--- config.mk ---
export PLATFORM = sky130hd
export DESIGN_NAME = stream_source
export DESIGN_NICKNAME = d
export VERILOG_FILES = /design/src/rtl/stream_source.v
export VERILOG_INCLUDE_DIRS = /design/src /design/src/rtl
export SDC_FILE = /design/constraint.sdc
export NUM_CORES = 1
export LEC_CHECK = 0
export BUFFER_PORTS_ARGS = -buffer_cell sky130_fd_sc_hd__buf_2
export CORE_ASPECT_RATIO = 2
export CORE_MARGIN = 4
export CORE_UTILIZATION = 30
export CTS_CLUSTER_DIAMETER = 150
export DETAILED_ROUTE_END_ITERATION = 8
export GPL_TIMING_DRIVEN = 0
export MAX_ROUTING_LAYER = met4
export SLEW_MARGIN = 10
export SYNTH_ARGS = -nofsm -noshare
export SYNTH_HDL_FRONTEND = slang
export SYNTH_SLANG_ARGS = --single-unit
--- constraint.sdc ---
create_clock -name core_clk_i -period 3.2 [get_ports core_clk_i]
set_input_delay 0.48 -clock core_clk_i [delete_from_list [all_inputs] [get_ports core_clk_i]]
set_output_delay 0.48 -clock core_clk_i [all_outputs]
set_load 0.05 [all_outputs]
--- src/rtl/stream_source_defs.vh ---
// Constants for the streaming source controller
`ifndef STREAM_SOURCE_DEFS_VH
`define STREAM_SOURCE_DEFS_VH
`define SRC_DATA_W 32
`define SRC_CHAN_W 4
`define SRC_HIGHEST_CHANNEL 15
`define SRC_ERR_W 2
`define SRC_EMPTY_W 2
`define SRC_READY_LATENCY 1
`define SRC_FIFO_DEPTH 2
`define SRC_PTR_RST 1'h0
`define SRC_CNT_RST 2'h0
`define SRC_FLAG_RST 1'h0
`endif

--- src/rtl/stream_source.v ---
// Streaming source: two-entry buffer feeding a ready-latency stream link
`include "stream_source_defs.vh"
module stream_source #(
  parameter DATA_W = `SRC_DATA_W,
  parameter CHAN_W = `SRC_CHAN_W,
  parameter HIGHEST_CHANNEL = `SRC_HIGHEST_CHANNEL,
  parameter ERR_W = `SRC_ERR_W,
  parameter EMPTY_W = `SRC_EMPTY_W,
  parameter READY_LATENCY = `SRC_READY_LATENCY
) (
  input wire core_clk_i,
  input wire rstn_i,
  input wire usr_valid_i,
  input wire [DATA_W-1:0] usr_data_i,
  input wire [CHAN_W-1:0] usr_channel_i,
  input wire [ERR_W-1:0] usr_error_i,
  input wire [EMPTY_W-1:0] usr_empty_i,
  input wire usr_startofpacket_i,
  input wire usr_endofpacket_i,
  output reg usr_ready_o,
  output reg bad_channel_o,
  input wire snk_ready_i,
  output reg snk_valid_o,
  output reg [DATA_W-1:0] snk_data_o,
  output reg [CHAN_W-1:0] snk_channel_o,
  output reg [ERR_W-1:0] snk_error_o,
  output reg [EMPTY_W-1:0] snk_empty_o,
  output reg snk_startofpacket_o,
  output reg snk_endofpacket_o
);

  localparam WORD_W = DATA_W + CHAN_W + ERR_W + EMPTY_W + 2;
  localparam HIST_W = (READY_LATENCY > 1) ? READY_LATENCY - 1 : 1;
  localparam [CHAN_W-1:0] TOP_CHAN = HIGHEST_CHANNEL;

  reg [WORD_W-1:0] mem_reg [0:`SRC_FIFO_DEPTH-1];
  reg wr_ptr_reg;
  reg rd_ptr_reg;
  reg [1:0] count_reg;
  reg [1:0] count_next;
  reg [HIST_W-1:0] hist_reg;
  reg next_ready_cycle;
  reg load_out;
  wire push;
  wire pop;
  wire fifo_has_word;
  wire [EMPTY_W-1:0] empty_in;
  wire [WORD_W-1:0] word_in;
  wire [WORD_W-1:0] word_out;

  // Empty count only kept on end beats
  assign empty_in = usr_endofpacket_i ? usr_empty_i : {EMPTY_W{1'b0}};
  // Start and end may both ride one beat
  assign word_in = {usr_startofpacket_i, usr_endofpacket_i, empty_in,
                    usr_channel_i, usr_error_i, usr_data_i};
  assign push = usr_valid_i & usr_ready_o;
  assign fifo_has_word = (count_reg != 2'h0);
  assign word_out = mem_reg[rd_ptr_reg];
  assign pop = load_out & fifo_has_word;

  // Ready cycle prediction for the next clock
  always @* begin
    if (READY_LATENCY == 1) begin
      next_ready_cycle = snk_ready_i;
    end else begin
      next_ready_cycle = hist_reg[HIST_W-1];
    end
  end

  // Output stage load decision
  always @* begin
    if (READY_LATENCY == 0) begin
      load_out = ~snk_valid_o | snk_ready_i;
    end else begin
      load_out = next_ready_cycle;
    end
  end

  always @* begin
    count_next = count_reg;
    if (push && !pop) begin
      count_next = count_reg + 2'h1;
    end else if (pop && !push) begin
      count_next = count_reg - 2'h1;
    end
  end

  // Ready history, one flop per latency cycle beyond the first
  generate
    if (HIST_W > 1) begin : g_hist_long
      always @(posedge core_clk_i or negedge rstn_i) begin
        if (!rstn_i) begin
          hist_reg <= {HIST_W{1'b0}};
        end else begin
          hist_reg <= {hist_reg[HIST_W-2:0], snk_ready_i};
        end
      end
    end else begin : g_hist_short
      always @(posedge core_clk_i or negedge rstn_i) begin
        if (!rstn_i) begin
          hist_reg <= {HIST_W{1'b0}};
        end else begin
          hist_reg <= {{(HIST_W-1){1'b0}}, snk_ready_i};
        end
      end
    end
  endgenerate

  // Two-entry buffer
  always @(posedge core_clk_i) begin
    if (push) begin
      mem_reg[wr_ptr_reg] <= word_in;
    end
  end

  always @(posedge core_clk_i or negedge rstn_i) begin
    if (!rstn_i) begin
      wr_ptr_reg <= `SRC_PTR_RST;
      rd_ptr_reg <= `SRC_PTR_RST;
      count_reg <= `SRC_CNT_RST;
      usr_ready_o <= `SRC_FLAG_RST;
      bad_channel_o <= `SRC_FLAG_RST;
    end else begin
      if (push) begin
        wr_ptr_reg <= ~wr_ptr_reg;
      end
      if (pop) begin
        rd_ptr_reg <= ~rd_ptr_reg;
      end
      count_reg <= count_next;
      usr_ready_o <= (count_next != 2'h2);
      // Channel beyond the highest setting is flagged sticky
      if (push && usr_channel_i > TOP_CHAN) begin
        bad_channel_o <= 1'b1;
      end
    end
  end

  // Link outputs, one role per port, all active high
  always @(posedge core_clk_i or negedge rstn_i) begin
    if (!rstn_i) begin
      snk_valid_o <= 1'b0;
      snk_data_o <= {DATA_W{1'b0}};
      snk_channel_o <= {CHAN_W{1'b0}};
      snk_error_o <= {ERR_W{1'b0}};
      snk_empty_o <= {EMPTY_W{1'b0}};
      snk_startofpacket_o <= 1'b0;
      snk_endofpacket_o <= 1'b0;
    end else if (load_out) begin
      // Valid qualifies the rest; idle beats carry no framing
      snk_valid_o <= fifo_has_word;
      if (fifo_has_word) begin
        snk_data_o <= word_out[DATA_W-1:0];
        snk_error_o <= word_out[DATA_W+ERR_W-1:DATA_W];
        snk_channel_o <=
          word_out[DATA_W+ERR_W+CHAN_W-1:DATA_W+ERR_W];
        snk_empty_o <= word_out[WORD_W-3:WORD_W-2-EMPTY_W];
        snk_endofpacket_o <= word_out[WORD_W-2];
        snk_startofpacket_o <= word_out[WORD_W-1];
      end else begin
        snk_startofpacket_o <= 1'b0;
        snk_endofpacket_o <= 1'b0;
      end
    end else if (READY_LATENCY != 0) begin
      // Not a ready cycle: valid must drop
      snk_valid_o <= 1'b0;
      snk_startofpacket_o <= 1'b0;
      snk_endofpacket_o <= 1'b0;
    end
  end

endmodule

==> impl_metrics.csv <==
group,metric,value,unit
routing,avgRoutedWirePerCell,16.1,um
power_and_ir_drop,pwr-share-seq,36.3,%
final_layout,area_growth,28.9,%
floorplan,num_rows,65,
sta,maxSlewHeadroom,52.6,%
final_layout,multi_input_area,978,um^2
final_layout,final-seq-area,3720,um^2
sta,setup_viol,0,
logic_synthesis,synth-edff-count,84,
setup_path,cp_top_family,"simple AND/OR/NAND/NOR gates",
final_layout,largest_reg_flops,84,
power_and_ir_drop,switching_power,2670,uW
sta,grt_setup_unrepaired,"no",
sta,hold_violations,0,
sta,fmax,0.581,GHz
clock_tree,numClockSinks,132,
logic_synthesis,postSynthAreaPerCell,16.5,um^2
sta,clock_skew,0.00976,ns
setup_path,worstPathRequired,3.31,ns
logic_synthesis,syn_nets,342,
min_path,min_path_type,"input port to async pin",
floorplan,die_h,188,um
power_and_ir_drop,ir_worst_vdd,0.384,mV
power_and_ir_drop,p_leak,0.00263,uW
setup_path,cpPeakStageDelay,0.58,ns
final_layout,layout-drive-gt1-share,35.9,%
power_and_ir_drop,p_int,4460,uW
routing,dr.pass1.iters,4,
global_route,grt.overflow.total,0,
clock_tree,hold_buffers,0,
final_layout,utilization,39.6,%
final_layout,fill_cells,1505,
sta,period_needed,1.72,ns
setup_path,arrival,1.83,ns
flow_run,drv_cap,0,
logic_synthesis,synth_area_leader_cell,"edfxtp_1",
sta,finalSetupTns,0,ns
floorplan,start_util,30.7,%
floorplan,core_area,15900,um^2
sta,fin_crit_sh,53.8,%
outcome,outcome,"finished clean",
global_route,grt_pass1_vias,2977,
setup_path,cp-end-kind,"flop",
clock_tree,cts_tree,"done",
setup_path,path_buf_inv,1,
setup_path,worst-setup-path-type,"flop to flop",
placement,port_buffers,89,
global_route,grt_use_total,12.0,%
setup_path,crit_fanout,22,
power_and_ir_drop,power,7130,uW
clock_tree,clk_pin_slew,0.05,ns
logic_synthesis,synthFlopType,"edfxtp_1",
placement,place_congestion,0.691,
global_route,antenna_found_initial,2,
clock_tree,ctsLongestPathBuffers,2,
logic_synthesis,yosysMostFrequentCell,"edfxtp_1",
logic_synthesis,synth.area.top_cells,"edfxtp_1 (52%), dfrtp_1 (25%), mux2i_1 (8.6%), o21ai_0 (3.4%), nand2_1 (3.2%)",
clock_tree,clock_tree.root_cell,"clkbuf_16",
routing,drt_iter0_markers,66,
logic_synthesis,synth_cell_types,25,
sta,worst_slack,1.48,ns
logic_synthesis,ys_seq_elements,132,
logic_synthesis,synth.top_cell.area_share,51.8,%
placement,post-dp-hpwl,7010,um
routing,wl,9970,um
global_route,grt_pass1_wl,16000,um
routing,via_count,2710,
logic_synthesis,syn_inst,295,
sta,worstMarginPinSlew,0.709,ns
sta,drv_slew,0,
power_and_ir_drop,p_per_area,1140,nW/um^2
floorplan,die_w,98.1,um
routing,vias_per_cell,4.36,
final_layout,stdcell_count,621,
setup_path,path_cells,"nand2_2, nor2_4, buf_16",
placement,post-place-ws,1.24,ns
power_and_ir_drop,combinationalPowerShare,34.4,%
logic_synthesis,syn_area,4870,um^2
clock_tree,post_cts_buffers,0,
setup_path,start_kind,"flop",
clock_tree,clkLatencyLatePin,0.41,ns
routing,drc,0,
power_and_ir_drop,p_sw_share,37.4,%
power_and_ir_drop,clkPwrFrac,29.3,%
placement,dp_cells,587,
logic_synthesis,synth_common_cells,"edfxtp_1 (84), dfrtp_1 (48), mux2i_1 (42), nand2_1 (41), o21ai_0 (33)",
logic_synthesis,async_flop_share,36.4,%
logic_synthesis,yosysSeqAreaShare,76.5,%
clock_tree,cts-resized-gates,0,
logic_synthesis,yosysWarningCount,0,
clock_tree,cts_made_buffers,17,
routing,antenna_left,0,
global_route,grt_max_degree,49,
floorplan,num_io_pins,91,
floorplan,die_area,18500,um^2
clock_tree,htreeDepth,4,
setup_path,crit_path_top_delay_cell,"nor2_4",
final_layout,nets,452,
[final timing paths]
kind / start / endpoint / slack (ns) / cells past startpoint
setup / recovery: usr_ready_o / mem_reg[0][28] / 1.48 / 3
hold / removal: rstn_i / snk_error_o[0] / 0.09 / 1
setup reg to reg: usr_ready_o / mem_reg[0][28] / 1.48 / 3
hold reg to reg: snk_data_o[14] / snk_data_o[14] / 0.47 / 2
max in group asynchronous: rstn_i / snk_valid_o / 2.65 / 1
min in group core_clk_i: usr_channel_i[2] / mem_reg[0][36] / 0.25 / 1
[cell type report]
type                    instances  share of cell area (%)
diodes                          2                  0.0797
clock inverters                14                    3.35
flip-flops and latches        132                    59.3
repair buffers                 91                    8.01
clock buffers                  18                    6.84
inverters                       3                   0.179
plain buffers                  16                    2.61
well taps                     201                    4.01
multi-input cells             144                    15.6
[kinds of logic (layout without fill, tap and decap cells)]
kind of cell,Yosys count,in the layout,share of synthesized area [%]
AO/OA/AOI/OAI,43,43,5.29
buffers and inverters,19,142,3.60
XOR/XNOR,4,4,0.874
AND/OR/NAND/NOR,53,53,4.78
other,1,3,0.0770
flip-flops,132,132,76.5
adder cells (fa/ha/maj),1,1,0.257
multiplexers,42,42,8.64
[placed cells by master (no fill, tap or decap), types with 2 or more instances in the layout]
cell type and instances:
and2_1 2, buf_12 2, buf_16 2, buf_2 88, buf_4 4, buf_6 8
bufinv_16 5, clkbuf_1 4, clkbuf_16 17, clkinv_2 4, clkinv_4 2, clkinvlp_4 3
dfrtp_1 48, diode_2 2, edfxtp_1 84, inv_1 3, mux2i_1 42, nand2_1 41
nor2_1 3, nor3_1 2, o21ai_0 33, o21ai_2 7, xnor2_1 3
[metal layers]
layer	up-vias	track usage, %	wire length (um)
met5	-	-	0
met4	0	6.24	240
met2	58	21.6	5730
met3	12	3.54	403
met1	1345	11.1	3600
li1	1295	-	-
[per-stage QoR]
stage          area (um^2)  hold slack [ns]
6_report              6280           0.0885
5_1_grt               6280            0.153
4_1_cts               6270            0.233
3_5_place_dp          5630            0.466
3_3_place_gp          5570            0.460
2_1_floorplan         4870            0.184
[power groups by stage]
stage	Combinational, uW	Clock, uW	Sequential [uW]
after global routing	2610	2230	2650
after CTS	2500	2140	2590
after floorplan	906	0	3520
after global placement	2400	0	2620
final	2450	2090	2590
after detailed placement	2500	0	2620
Note: power is estimated with default switching activity, not from simulation.
